===== config.mk =====
export PLATFORM = sky130hd
export DESIGN_NAME = tmr_timer
export DESIGN_NICKNAME = d
export VERILOG_FILES = /design/src/logic/tmr_pkg.sv /design/src/logic/tmr_sync.sv /design/src/logic/tmr_scaler.sv /design/src/logic/tmr_timer.sv
export SDC_FILE = /design/constraint.sdc
export NUM_CORES = 1
export LEC_CHECK = 0
export BUFFER_PORTS_ARGS = -buffer_cell sky130_fd_sc_hd__buf_4
export CORE_UTILIZATION = 57
export DETAILED_ROUTE_END_ITERATION = 10
export HOLD_SLACK_MARGIN = 0.12
export PLACE_DENSITY = 0.87
export SETUP_SLACK_MARGIN = 0.15
export SYNTH_ARGS = -nofsm -noshare
export SYNTH_HDL_FRONTEND = slang
export SYNTH_HIERARCHICAL = 1
export SYNTH_SLANG_ARGS = --single-unit

===== constraint.sdc =====
create_clock -name pclk -period 8.6 [get_ports pclk]
set_input_delay 1.29 -clock pclk [delete_from_list [all_inputs] [get_ports pclk]]
set_output_delay 1.29 -clock pclk [all_outputs]
set_load 0.02 [all_outputs]

===== src/logic/tmr_pkg.sv =====
/*
 * constants, register map and state types of the 8-bit timer with shared scaler.
 * assumes an APB slave on pclk and a scaler that is shared with an outside watchdog.
 */
// Behaviour
// select bit clear: timer mode, one count per instruction cycle without scaler
// write to count blocks increments for the next two instruction cycles
// select bit set: counter mode, count on chosen edge of count pin
// edge select clear picks rising edge, set picks falling edge
// count pin is synchronised to phase clock before counting, adding delay
// one 8-bit scaler serves timer or watchdog, never both at once
// scaler count cannot be read or written through any register
// assignment clear: scaler feeds timer, ratios 1:2 to 1:256
// assignment set: scaler follows watchdog, ratios 1:1 to 1:128
// count write with timer assignment clears scaler, keeps assignment
// watchdog clear with watchdog assignment clears scaler count too
// software uses a safe sequence moving scaler from timer to watchdog
// wrap from ff to 00 sets overflow flag, bit 2 of interrupt control
// overflow request only while enable bit 5 of interrupt control is set
// software clears overflow flag before re-enabling; hardware never clears it
// timer stops in sleep, so overflow never wakes the processor
// ratio code n divides by 2^(n+1) for timer, 2^n for watchdog
// count steps per scaler pulse with timer assignment, else per source event
package tmr_pkg;

	localparam int unsigned ADDR_W = 12;
	localparam int unsigned DATA_W = 32;
	localparam int unsigned REG_W  = 8;

	// printed offsets are indices; byte address is four times the index
	localparam logic [7:0] IDX_TIMER_COUNT       = 8'h01;
	localparam logic [7:0] IDX_INTERRUPT_CONTROL = 8'h0b;
	localparam logic [7:0] IDX_OPTION_SETTINGS   = 8'h81;

	localparam logic [ADDR_W-1:0] ADDR_TIMER_COUNT       = {2'h0, IDX_TIMER_COUNT, 2'h0};
	localparam logic [ADDR_W-1:0] ADDR_INTERRUPT_CONTROL = {2'h0, IDX_INTERRUPT_CONTROL, 2'h0};
	localparam logic [ADDR_W-1:0] ADDR_OPTION_SETTINGS   = {2'h0, IDX_OPTION_SETTINGS, 2'h0};

	// option_settings fields
	localparam int unsigned OPT_CLOCK_SOURCE_BIT = 5;
	localparam int unsigned OPT_EDGE_BIT         = 4;
	localparam int unsigned OPT_ASSIGN_BIT       = 3;
	localparam int unsigned OPT_RATIO_LSB        = 0;
	localparam int unsigned RATIO_W              = 3;

	// interrupt_control fields
	localparam int unsigned INTC_FLAG_BIT   = 2;
	localparam int unsigned INTC_ENABLE_BIT = 5;

	localparam logic [REG_W-1:0] TIMER_COUNT_RST = 8'h00;
	localparam logic [REG_W-1:0] INTC_RST        = 8'h00;
	localparam logic [REG_W-1:0] OPTION_RST      = 8'hff;

	// one instruction cycle is four phase clocks
	localparam int unsigned        INSTR_DIV = 4;
	localparam int unsigned        PHASE_W   = 2;
	localparam logic [PHASE_W-1:0] PHASE_LAST = 2'h3;

	// increments blocked after a count write, in instruction cycles
	localparam logic [1:0] INHIBIT_CYCLES = 2'h2;

	localparam int unsigned SCALER_W = 8;

	typedef struct packed {
		logic meta;
		logic stable;
		logic prev;
	} tmr_sync_s;

	typedef struct packed {
		logic [SCALER_W-1:0] cnt;
	} tmr_scaler_s;

	typedef struct packed {
		logic [REG_W-1:0]   count;
		logic [REG_W-1:0]   intc;
		logic [REG_W-1:0]   option;
		logic [1:0]         inhibit;
		logic [PHASE_W-1:0] phase;
		logic               pready;
		logic               pslverr;
		logic [DATA_W-1:0]  prdata;
		logic               irq;
		logic               wdt_event;
	} tmr_state_s;

endpackage


===== src/logic/tmr_sync.sv =====
/*
 * two-flop synchroniser for the count pin with rise and fall detection.
 * assumes the pin is asynchronous to pclk; edges are seen two to three clocks late.
 */
`timescale 1ns/1ns
module tmr_sync (
	input  wire logic pclk,
	input  wire logic presetn,
	input  wire logic pin,
	output logic      rise,
	output logic      fall
);

	tmr_pkg::tmr_sync_s s_r;
	tmr_pkg::tmr_sync_s s_nxt;

	always_comb begin
		s_nxt        = s_r;
		s_nxt.meta   = pin;
		s_nxt.stable = s_r.meta;
		s_nxt.prev   = s_r.stable;
	end

	always_ff @(posedge pclk or negedge presetn) begin
		if (!presetn) begin
			s_r <= '0;
		end else begin
			s_r <= s_nxt;
		end
	end

	// edges judged only on the second and third flops
	assign rise = s_r.stable & ~s_r.prev;
	assign fall = ~s_r.stable & s_r.prev;

endmodule // tmr_sync


===== src/logic/tmr_scaler.sv =====
/*
 * shared 8-bit scaler: power-of-two divider with selectable ratio and clear.
 * assumes in_tick and clear are single-cycle pulses on pclk.
 */
`timescale 1ns/1ns
module tmr_scaler (
	input  wire logic                         pclk,
	input  wire logic                         presetn,
	input  wire logic                         in_tick,
	input  wire logic                         clear,
	input  wire logic                         to_watchdog,
	input  wire logic [tmr_pkg::RATIO_W-1:0]  ratio,
	output logic                              out_tick
);

	tmr_pkg::tmr_scaler_s s_r;
	tmr_pkg::tmr_scaler_s s_nxt;
	logic [3:0]                    shift;
	logic [tmr_pkg::SCALER_W:0]    span;
	logic [tmr_pkg::SCALER_W-1:0]  mask;

	always_comb begin
		s_nxt = s_r;
		// timer side divides by 2^(n+1), watchdog side by 2^n
		if (to_watchdog) begin
			shift = {1'b0, ratio};
		end else begin
			shift = {1'b0, ratio} + 4'h1;
		end
		span     = (9'h001 << shift) - 9'h001;
		mask     = span[tmr_pkg::SCALER_W-1:0];
		out_tick = in_tick & ((s_r.cnt & mask) == mask);
		// clear beats a coinciding tick: the tick belongs to the old interval
		if (clear) begin
			s_nxt.cnt = '0;
		end else if (in_tick) begin
			s_nxt.cnt = s_r.cnt + 8'h01;
		end
	end

	always_ff @(posedge pclk or negedge presetn) begin
		if (!presetn) begin
			s_r <= '0;
		end else begin
			s_r <= s_nxt;
		end
	end

endmodule // tmr_scaler


===== src/logic/tmr_timer.sv =====
/*
 * 8-bit timer/counter with shared scaler behind an APB slave.
 * assumes pclk is the phase clock, the cpu drives sleep_mode, watchdog_tick
 * and watchdog_clear on pclk, and the count pin is asynchronous.
 */
`timescale 1ns/1ns
module tmr_timer (
	input  wire logic                         pclk,
	input  wire logic                         presetn,
	input  wire logic                         psel,
	input  wire logic                         penable,
	input  wire logic                         pwrite,
	input  wire logic [tmr_pkg::ADDR_W-1:0]   paddr,
	input  wire logic [tmr_pkg::DATA_W-1:0]   pwdata,
	output logic      [tmr_pkg::DATA_W-1:0]   prdata,
	output logic                              pready,
	output logic                              pslverr,
	input  wire logic                         count_input_pin,
	input  wire logic                         sleep_mode,
	input  wire logic                         watchdog_tick,
	input  wire logic                         watchdog_clear_instruction,
	output logic                              watchdog_event,
	output logic                              overflow_irq
);

	////////////////////////////////////////////////////////////////////////////
	// state and wires

	tmr_pkg::tmr_state_s s_r;
	tmr_pkg::tmr_state_s s_nxt;

	logic                          pin_rise;
	logic                          pin_fall;
	logic                          scaler_out;
	logic                          scaler_in;
	logic                          scaler_clear;
	logic                          clock_source_select;
	logic                          count_edge_select;
	logic                          scaler_assignment;
	logic [tmr_pkg::RATIO_W-1:0]   scaler_ratio;
	logic                          instr_tick;
	logic                          ext_edge;
	logic                          src_event;
	logic                          inc;
	logic                          overflow_set;
	logic                          access;
	logic                          done;
	logic                          hit_count;
	logic                          hit_intc;
	logic                          hit_option;
	logic                          mapped;
	logic                          wr_count;
	logic                          wr_intc;
	logic                          wr_option;

	////////////////////////////////////////////////////////////////////////////
	// submodules

	tmr_sync i_tmr_sync (
		.pclk    (pclk),
		.presetn (presetn),
		.pin     (count_input_pin),
		.rise    (pin_rise),
		.fall    (pin_fall)
	);

	tmr_scaler i_tmr_scaler (
		.pclk        (pclk),
		.presetn     (presetn),
		.in_tick     (scaler_in),
		.clear       (scaler_clear),
		.to_watchdog (scaler_assignment),
		.ratio       (scaler_ratio),
		.out_tick    (scaler_out)
	);

	////////////////////////////////////////////////////////////////////////////
	// option fields and apb decode

	assign clock_source_select = s_r.option[tmr_pkg::OPT_CLOCK_SOURCE_BIT];
	assign count_edge_select   = s_r.option[tmr_pkg::OPT_EDGE_BIT];
	assign scaler_assignment   = s_r.option[tmr_pkg::OPT_ASSIGN_BIT];
	assign scaler_ratio        = s_r.option[tmr_pkg::OPT_RATIO_LSB +: tmr_pkg::RATIO_W];

	assign hit_count  = (paddr == tmr_pkg::ADDR_TIMER_COUNT);
	assign hit_intc   = (paddr == tmr_pkg::ADDR_INTERRUPT_CONTROL);
	assign hit_option = (paddr == tmr_pkg::ADDR_OPTION_SETTINGS);
	assign mapped     = hit_count | hit_intc | hit_option;

	// one wait state: pready rises in the second access cycle
	assign access    = psel & penable;
	assign done      = access & s_r.pready;
	assign wr_count  = done & pwrite & hit_count;
	assign wr_intc   = done & pwrite & hit_intc;
	assign wr_option = done & pwrite & hit_option;

	////////////////////////////////////////////////////////////////////////////
	// count sources

	assign instr_tick = (s_r.phase == tmr_pkg::PHASE_LAST);

	// counting edge from the synchronised pin only
	assign ext_edge = count_edge_select ? pin_fall : pin_rise;

	// the whole count path halts in sleep, so no overflow can arise there
	assign src_event = ~sleep_mode
		& (clock_source_select ? ext_edge : instr_tick);

	// scaler belongs to exactly one user at a time
	assign scaler_in = scaler_assignment ? watchdog_tick : src_event;

	// no register path reaches the scaler count; only these clears touch it
	assign scaler_clear = (wr_count & ~scaler_assignment)
		| (watchdog_clear_instruction & scaler_assignment);

	assign inc = (s_r.inhibit == 2'h0)
		& (scaler_assignment ? src_event : scaler_out);

	assign overflow_set = inc & ~wr_count & (s_r.count == 8'hff);

	////////////////////////////////////////////////////////////////////////////
	// next state

	always_comb begin
		s_nxt = s_r;

		s_nxt.phase = s_r.phase + 2'h1;

		// apb answer, registered for one cycle
		s_nxt.pready  = 1'b0;
		s_nxt.pslverr = 1'b0;
		if (access & ~s_r.pready) begin
			s_nxt.pready  = 1'b1;
			s_nxt.pslverr = ~mapped;
			s_nxt.prdata  = '0;
			if (hit_count) begin
				s_nxt.prdata = {24'h000000, s_r.count};
			end else if (hit_intc) begin
				s_nxt.prdata = {24'h000000, s_r.intc};
			end else if (hit_option) begin
				s_nxt.prdata = {24'h000000, s_r.option};
			end
		end

		// inhibit counts down in instruction cycles
		if ((s_r.inhibit != 2'h0) & instr_tick) begin
			s_nxt.inhibit = s_r.inhibit - 2'h1;
		end

		// a write wins over a coinciding increment
		if (wr_count) begin
			s_nxt.count   = pwdata[tmr_pkg::REG_W-1:0];
			s_nxt.inhibit = tmr_pkg::INHIBIT_CYCLES;
		end else if (inc) begin
			s_nxt.count = s_r.count + 8'h01;
		end

		// assignment changes take effect at once; safe switching is up to software
		if (wr_option) begin
			s_nxt.option = pwdata[tmr_pkg::REG_W-1:0];
		end

		// flag only ever cleared by software; a same-cycle overflow still sets it
		if (wr_intc) begin
			s_nxt.intc = pwdata[tmr_pkg::REG_W-1:0];
		end
		if (overflow_set) begin
			s_nxt.intc[tmr_pkg::INTC_FLAG_BIT] = 1'b1;
		end

		s_nxt.irq = s_nxt.intc[tmr_pkg::INTC_FLAG_BIT]
			& s_nxt.intc[tmr_pkg::INTC_ENABLE_BIT];

		// unassigned watchdog sees its raw tick, assigned one the scaled tick
		s_nxt.wdt_event = scaler_assignment ? scaler_out : watchdog_tick;
	end

	////////////////////////////////////////////////////////////////////////////
	// registers

	always_ff @(posedge pclk or negedge presetn) begin
		if (!presetn) begin
			s_r           <= '0;
			s_r.count     <= tmr_pkg::TIMER_COUNT_RST;
			s_r.intc      <= tmr_pkg::INTC_RST;
			s_r.option    <= tmr_pkg::OPTION_RST;
		end else begin
			s_r <= s_nxt;
		end
	end

	////////////////////////////////////////////////////////////////////////////
	// outputs

	assign prdata         = s_r.prdata;
	assign pready         = s_r.pready;
	assign pslverr        = s_r.pslverr;
	assign overflow_irq   = s_r.irq;
	assign watchdog_event = s_r.wdt_event;

endmodule // tmr_timer


* Yosys cells after proc, flatten, opt, wreduce, memory -nomap -nowiden
Index checks and enable logic that the tools add are counted.
** Storage, ports and cells
- Register bits after elaboration :: 75
- Bits in latches :: 0
- RAM bits :: 0
- ROM bits :: 0
- Word-level logic and storage cells :: 80
- Memories kept :: 0
** Operators by class
- Add/sub/neg operators :: 6
- Multipliers :: 0
- Div/mod/pow operators :: 0
- $lt $le $gt $ge :: 0
- Eq/ne operators :: 6
- Shift operators :: 1
- Mux-type cells :: 18
- Bitwise operators :: 29
- Reduce and logical (&&, ||, !) cells :: 5
** Operator list (count)
- two-way mux 8 bit :: 7
- two-way mux 34 bit :: 1
- AND 1 bit :: 18
- adder 8 x 1 -> 8 bit, second input constant :: 2
- == test 12 x 10 -> 1 bit, second input constant :: 1
- == test 12 x 3 -> 1 bit, second input constant :: 1
- == test 12 x 6 -> 1 bit, second input constant :: 1
- AND 8 bit :: 1
- == test 8 bit :: 1
- == test 8 bit, second input constant :: 1
- nonzero test 2 bit :: 4
- left shift 1 x 4 -> 8 bit, first input constant :: 1
- subtractor 8 x 1 -> 8 bit, second input constant :: 1
- inverter 1 bit :: 7
- two-way mux 1 bit :: 6
- two-way mux 6 bit :: 1
- adder 3 x 1 -> 4 bit, second input constant :: 1
- two-way mux 2 bit :: 2
- two-way mux 4 bit :: 1
- bitwise OR 1 bit :: 3
- adder 2 x 1 -> 2 bit, second input constant :: 1
- == test 2 bit, second input constant :: 1
- zero test 2 bit :: 1
- subtractor 2 x 1 -> 2 bit, second input constant :: 1

* Longest topological paths before layout
Gate-level depths: netlist of the first run.
- Word-level depth :: 13
- Gate-level depth with buffers :: 16
- Mapped depth without buffers :: 15

* Modules after synthesis
Netlist of the first run, hierarchy kept.
** By module, submodules not included
- tmr_timer :: times used 1, cells each 219, area an instance 2297.2 sq um, sequential area each 1011.0 sq um
- tmr_scaler :: times used 1, cells each 97, area an instance 844.6 sq um, sequential area each 200.2 sq um
- tmr_sync :: times used 1, cells each 5, area an instance 90.1 sq um, sequential area each 75.1 sq um

* Worst setup path before layout of the first run
OpenSTA, ideal clock, no wires.
- Path kind :: input port to flip-flop
- Start point :: input sleep_mode
- End point :: register s_r, in the netlist overflow_irq
- Setup time :: 0.073 ns
- Arrival :: 3.709 ns
- Required time :: 8.527 ns
- Setup slack :: 4.818 ns
- Stages :: 12
- Path buffers :: 1
- Cell sequence :: o31ai_1 > clkbuf_1 > o21ai_0 > a21oi_1 > o21ai_0 > a2111oi_2 > and3_1 > inv_1 > o221ai_1 > nand2_1 > or3b_2 > a21boi_2
** RTL lines
- start: declaration :: RTL line tmr_timer.sv:19 : input wire logic sleep_mode,
- end signal: assignment :: RTL line tmr_timer.sv:188 : s_r <= s_nxt;
- end: declaration :: RTL line tmr_timer.sv:29 : tmr_pkg::tmr_state_s s_r;

==> metrics.md, run 1 <==
| Metric | Value |
|---|---|
| Worst r2r src | `s_r[40]` |
| Final Util | `63.0%` |
| Routed vias | `2,364` |
| Crit-path cells | `ha_1, and2b_1, nor4_1, o21ai_0, ha_1, o21ai_0, a21oi_1, o21ai_0, a2111oi_2, and3_1, inv_1, o221ai_1, nand2_1, or3b_2, a21boi_2` |
| WL/cell | `15.5 um` |
| Drt total wl | `6470 um` |
| Cts repair resizes | `0` |
| TritonCTS Buffers | `5` |
| Post-synth EDFFs | `0` |
| Worst Hold Class | `reg2reg` |
| Min-delay src | `i_tmr_sync/s_nxt[1]` |
| Gr ovfl total | `0` |
| Fraction of registers with async set/reset | `100%` |
| Fmax | `223 MHz` |
| FF-to-FF path depth | `15` |
| CTS H-tree depth | `2` |
| Row count | `27` |
| Slew @ Worst Pin | `944 ps` |
| DR DRC count | `1` |
| Setup Viol. Count Final | `0` |
| TritonCTS clock tree | `done` |
| Register area | `1290 um^2` |
| Failing checks | `DRC` |
| # fillers | `449` |
| CTS max path bufs | `2` |
| CP bufs+invs | `1` |
| Clock skew | `10.5 ps` |
| Slew Limit Fails | `0` |
| ANT cells | `0` |
| Crit share post-route | `52.1%` |
| Initial antenna violation count | `0` |
| Cell depth of the worst setup path | `15` |
| Worst Path Arrival | `4710 ps` |
| Layout cells sized above 1 | `27.2%` |
| Chip width | `77.3 um` |
| Crit path max fanout | `16` |
| Max Cap Viol | `0` |
| Post-CTS setup buffer count | `0` |
| Most used cell along the critical path | `o21ai_0` |
| Worst vdd ir | `0.106 mV` |
| P_leak | `0.00158 uW` |
| Synthesis-stage register bit count | `51` |
| Pwr Density | `156 nW/um^2` |
| Final Wtd Congestion | `0.859` |
| Crit. Startpoint | `s_r[40]` |
| Yosys warns | `6` |
| Post-DP HPWL | `4590 um` |
| Slowest Stage Delay on Critical Path | `720 ps` |
| Unrepaired setup endpoints after global routing | `no` |
| Area delta synth->final | `6.74%` |
| Ys flop type | `dfrtp_1` |
| Rel. slew slack | `36.5%` |
| Worst endpoint required time | `8830 ps` |
| Clock root buffer | `clkbuf_8` |
| Vias per cell | `5.66` |
| Reg-to-reg endpoint | `overflow_irq` |
| Sequential-to-total area share from yosys stat | `39.8%` |
| Num Clock Sinks | `51` |
| Antenna Nets Post-Route | `0` |
| Final hold violations | `0` |
| Commonest non-fill, non-tap cell in the layout | `dfrtp_1` |
| Synth Instances | `321` |
| Port Buf Inserts | `40` |
| Kind of critical path | `reg2reg` |
| Die height | `77.3 um` |
| Nets@finish | `404` |
| Final Critical Period | `4480 ps` |
| Hold_buf cts | `0` |
| CP max-delay cell | `dfstp_2` |
| CP delay by family, top | `simple AND/OR/NAND/NOR gates` |
| GRT Util Overall | `23.1%` |
| Clock latency on the worst-skew pair | `300 ps` |
| Core area | `5470 um^2` |
| Synthesized area | `3230 um^2` |
| Area occupied by multi-input gates | `1630 um^2` |
| Die area | `5980 um^2` |
| I/O pin cnt | `89` |
| Hold Path Depth | `0` |
| DRT Pass-1 Iters | `7` |
| Initial Utilization | `59.1%` |
| Vias in the first global route | `2,320` |
| Post-Place Worst Slack | `3910 ps` |
| Netlist cell types | `63` |
| Worst Hold End | `i_tmr_sync/s_nxt[0]` |
| Reg2reg setup slack | `4120 ps` |
| Clock slew at reported path FFs | `90 ps` |
| Largest net degree at the start of global routing | `52` |
| Final setup margin | `4120 ps` |
| Syn_area_per_cell | `10.1 um^2` |
| Startpoint types | `flop` |
| Status | `finished, violations left` |
| First-pass GRT wire length | `10,900 um` |
| Hold WS | `352 ps` |
| Setup TNS | `0 ps` |
| Post-layout power | `538 uW` |
| Commonest non-fill, non-tap cells in the layout | `43 x dfrtp_1, 40 x buf_4, 33 x nor2_1, 24 x nand2_1, 24 x conb_1` |
| Crit. End Element | `flop` |
| Initial DRC Count | `178` |
[synth_stat cells, drive strengths merged (2+ instances only)]
library cell | count | area share, %
dfrtp | 43 | 33
buf | 40 | 9.6
nor2 | 33 | 3.8
nand2 | 25 | 3.0
mux2 | 17 | 5.9
a21oi | 13 | 2.1
o21ai | 11 | 1.8
inv | 10 | 1.2
xor2 | 9 | 2.4
a22oi | 8 | 1.9
dfstp | 8 | 6.5
o41ai | 8 | 2.2
nand4 | 7 | 1.4
or2b | 7 | 1.6
clkbuf | 6 | 1.6
ha | 6 | 2.3
mux2i | 6 | 1.9
and3 | 5 | 0.97
or3 | 5 | 1.1
and2 | 4 | 0.77
nor2b | 4 | 0.77
nor4 | 4 | 1.7
xnor2 | 4 | 1.1
a211oi | 3 | 1.0
a31oi | 3 | 0.77
and2b | 3 | 0.77
nand3 | 3 | 0.62
nand3b | 3 | 0.70
a2111oi | 2 | 0.77
nand2b | 2 | 0.46
nor3 | 2 | 0.66
nor3b | 2 | 0.46
nor4b | 2 | 1.0
[metrics by stage]
stage	std cells	instance area, um^2
floorplan	344	3320
global placement	410	3350
detailed placement	410	3350
CTS	418	3450
global route	418	3450
finish	418	3450
[layer usage]
| layer | GRT usage [%] | wire (um) | part of all wire [%] | up-vias |
|---|---|---|---|---|
| met5 | 0 | 0 | 0 | - |
| met4 | 10.6 | 177 | 2.7 | 0 |
| met3 | 3.57 | 209 | 3.2 | 18 |
| met2 | 39.6 | 3330 | 51 | 75 |
| met1 | 28.5 | 2760 | 43 | 1140 |
| li1 | - | - | - | 1131 |
[power by group]
group | switching (uW) | total (uW) | leakage [uW] | internal [uW]
clock | 76.4 | 150 | 0.0000505 | 73.2
combinational | 54.9 | 95.5 | 0.000879 | 40.6
sequential | 27.4 | 292 | 0.000646 | 265
total | 159 | 538 | 0.00158 | 379
[layout make-up]
cell class                 instances  area share (%)
multi-input combinational        237            47.2
sequential                        51            37.3
timing repair buffer              40            8.71
clock buffer                       7            2.79
tap                               72            2.61
inverter                          10            1.16
clock inverter                     1           0.218
[worst max path at each step]
stage / endpoint / slack (ps)
after floorplan: overflow_irq / 4820
after global placement: overflow_irq / 4050
after detailed placement: overflow_irq / 3910
after CTS: overflow_irq / 4160
after global routing: overflow_irq / 3780
final: overflow_irq / 4120
[sequential cells by signal (all words and copies together) (netlist names), 2 cells and up]
signal and count:
i_tmr_sync/s_nxt 2, prdata 8, s_r 26, i_tmr_scaler/s_r 8
[cells by family (layout without fill, tap and decap cells)]
| family | count (synthesis) | count (layout) | synth area share [%] |
|---|---|---|---|
| and+or+nand+nor | 116 | 116 | 21.4 |
| buffers and inverters | 56 | 58 | 12.5 |
| AOI/OAI and AO/OA | 55 | 55 | 12.5 |
| DFF | 51 | 51 | 39.8 |
| muxes | 23 | 23 | 7.78 |
| xor gates and xnor gates | 13 | 13 | 3.52 |
| adders and majority gates | 6 | 6 | 2.32 |
| other | 1 | 24 | 0.116 |
Note: power is estimated with default switching activity, not from simulation.
==> run 2, diff against run 1 <==
Settings changed: CORE_UTILIZATION 57 to 48, PLACE_DENSITY 0.87 to 0.78.
Clock period 8.6 ns to 4.1 ns, I/O delays scaled along.
==> metrics.md, run 2 (same netlist as run 1, synthesis figures left out) <==
| Metric | Value |
|---|---|
| Final Util | `54.9%` |
| Commonest non-fill, non-tap cells in the layout | `47 x buf_4, 43 x dfrtp_1, 33 x nor2_1, 24 x nand2_1, 24 x conb_1` |
| TritonCTS Buffers | `5` |
| Fmax | `277 MHz` |
| Nets@finish | `411` |
| TritonCTS clock tree | `done` |
| Startpoint types | `flop` |
| Slowest Stage Delay on Critical Path | `580 ps` |
| P_leak | `0.00162 uW` |
| Port Buf Inserts | `40` |
| DR DRC count | `7` |
| Worst Hold Class | `in2async` |
| Unrepaired setup endpoints after global routing | `no` |
| Crit. End Element | `flop` |
| Final Wtd Congestion | `0.895` |
| GR Util met1 | `23.9%` |
| Pwr Density | `329 nW/um^2` |
| Num Clock Sinks | `51` |
| Vias in the first global route | `2,289` |
| I/O pin cnt | `89` |
| CTS max path bufs | `2` |
| Clock slew at reported path FFs | `100 ps` |
| Gr ovfl total | `0` |
| Antenna Nets Post-Route | `0` |
| DRT Pass-1 Iters | `7` |
| # fillers | `553` |
| Crit. Startpoint | `s_r[41]` |
| Vias per cell | `5.46` |
| Final Critical Period | `3600 ps` |
| Status | `finished, violations left` |
| Clock latency on the worst-skew pair | `310 ps` |
| Clock root buffer | `clkbuf_8` |
| CP max-delay cell | `dfstp_2` |
| Most flops, register | `s_r` |
| Setup Viol. Count Final | `0` |
| Chip width | `84.1 um` |
| Row count | `29` |
| Worst endpoint required time | `4340 ps` |
| Crit-path cells | `ha_1, and2b_1, nor4_1, o21ai_0, ha_1, inv_1, nor3_1, mux2_2, a2111oi_2, and3_1, inv_1, o221ai_2, nand2_1, or3b_2, a21boi_2` |
| Core area | `6420 um^2` |
| Crit path max fanout | `5` |
| Post-layout power | `1160 uW` |
| GRT Util Overall | `18.6%` |
| Kind of critical path | `reg2reg` |
| Routed vias | `2,347` |
| Worst vdd ir | `0.241 mV` |
| Initial DRC Count | `163` |
| Final setup margin | `496 ps` |
| Hold_buf cts | `0` |
| Die area | `7070 um^2` |
| Post-DP HPWL | `4410 um` |
| Largest register FFs | `26` |
| Post-Place Worst Slack | `302 ps` |
| Worst Path Arrival | `3850 ps` |
| Clock skew | `12.5 ps` |
| Slew Limit Fails | `0` |
| Die height | `84.1 um` |
| Worst r2r src | `s_r[41]` |
| Drt total wl | `6220 um` |
| Setup TNS | `0 ps` |
| Largest net degree at the start of global routing | `52` |
| Grt met2 use | `31.7%` |
| Failing checks | `DRC` |
| Area delta synth->final | `9.02%` |
| CTS H-tree depth | `2` |
| Met3 Resource Use GR | `3.17%` |
| Slew @ Worst Pin | `656 ps` |
| Layout cells sized above 1 | `28.9%` |
| ANT cells | `0` |
| Busiest grt layer | `met2` |
| Crit share post-route | `87.9%` |
| Rel. slew slack | `56.1%` |
| First-pass GRT wire length | `10,600 um` |
| Commonest non-fill, non-tap cell in the layout | `buf_4` |
| Max Cap Viol | `0` |
| Initial antenna violation count | `0` |
| Final hold violations | `0` |
| Hold WS | `306 ps` |
| WL/cell | `14.5 um` |
| Initial Utilization | `50.3%` |
==> run 2: cell types whose count changed in the layout (fill, tap and decap cells not counted), sizes merged <==
cell	delta
clkbuf	-2
bufinv	+1
clkinvlp	-1
buf	+7
clkinv	+2
==> run 2: power by group <==
part           leakage, uW  internal (uW)  switching (uW)
combinational     0.000918           85.0             110
clock            0.0000581            182             169
sequential        0.000646            556            57.3
==> run 2: stage by stage <==
step                      std cells  area, um^2
after detailed placement        420        3390
after CTS                       428        3500
after floorplan                 344        3320
after global placement          420        3390
final                           430        3520
after global routing            430        3520
==> run 2: final cells by class <==
| type | count | area, um^2 | share of cell area (%) |
|---|---|---|---|
| Multi-Input combinational cell | 237 | 1640 | 46.4 |
| Tap cell | 77 | 96.3 | 2.73 |
| Clock inverter | 3 | 43.8 | 1.24 |
| Inverter | 10 | 40.0 | 1.14 |
| Timing Repair Buffer | 47 | 353 | 10.0 |
| Clock buffer | 5 | 68.8 | 1.95 |
| Sequential cell | 51 | 1290 | 36.5 |
==> run 2: repair_timing <==
item,in CTS,in global routing
endpoints found under the setup margin,0,4
setup buffers,0,2
gates resized for setup,0,1
==> run 2: final timing paths <==
| path | end | slack, ps | cells past startpoint |
|---|---|---|---|
| worst max-delay path | overflow_irq | 500 | 15 |
| worst min-delay path | s_r[54] | 310 | 1 |
| worst max register to register | overflow_irq | 500 | 15 |
| worst min register to register | i_tmr_sync/s_nxt[0] | 360 | 0 |
| max in group asynchronous | i_tmr_scaler/s_r[4] | 3350 | 1 |
| min in group pclk | i_tmr_sync/s_nxt[0] | 360 | 0 |
==> run 2: critical path, delay by kind of cell (launching register included) <==
| kind | cells | cell delay, ps |
|---|---|---|
| compound gates | 4 | 670 |
| fa+ha+maj | 2 | 430 |
| buf+inv | 2 | 180 |
| flops | 1 | 580 |
| mux | 1 | 270 |
| simple gates | 6 | 1410 |
==> run 2: routing by layer <==
metal	wire length (um)	up-vias
met2	3000	67
met4	114	0
met3	327	11
li1	-	1142
met5	0	-
met1	2780	1127
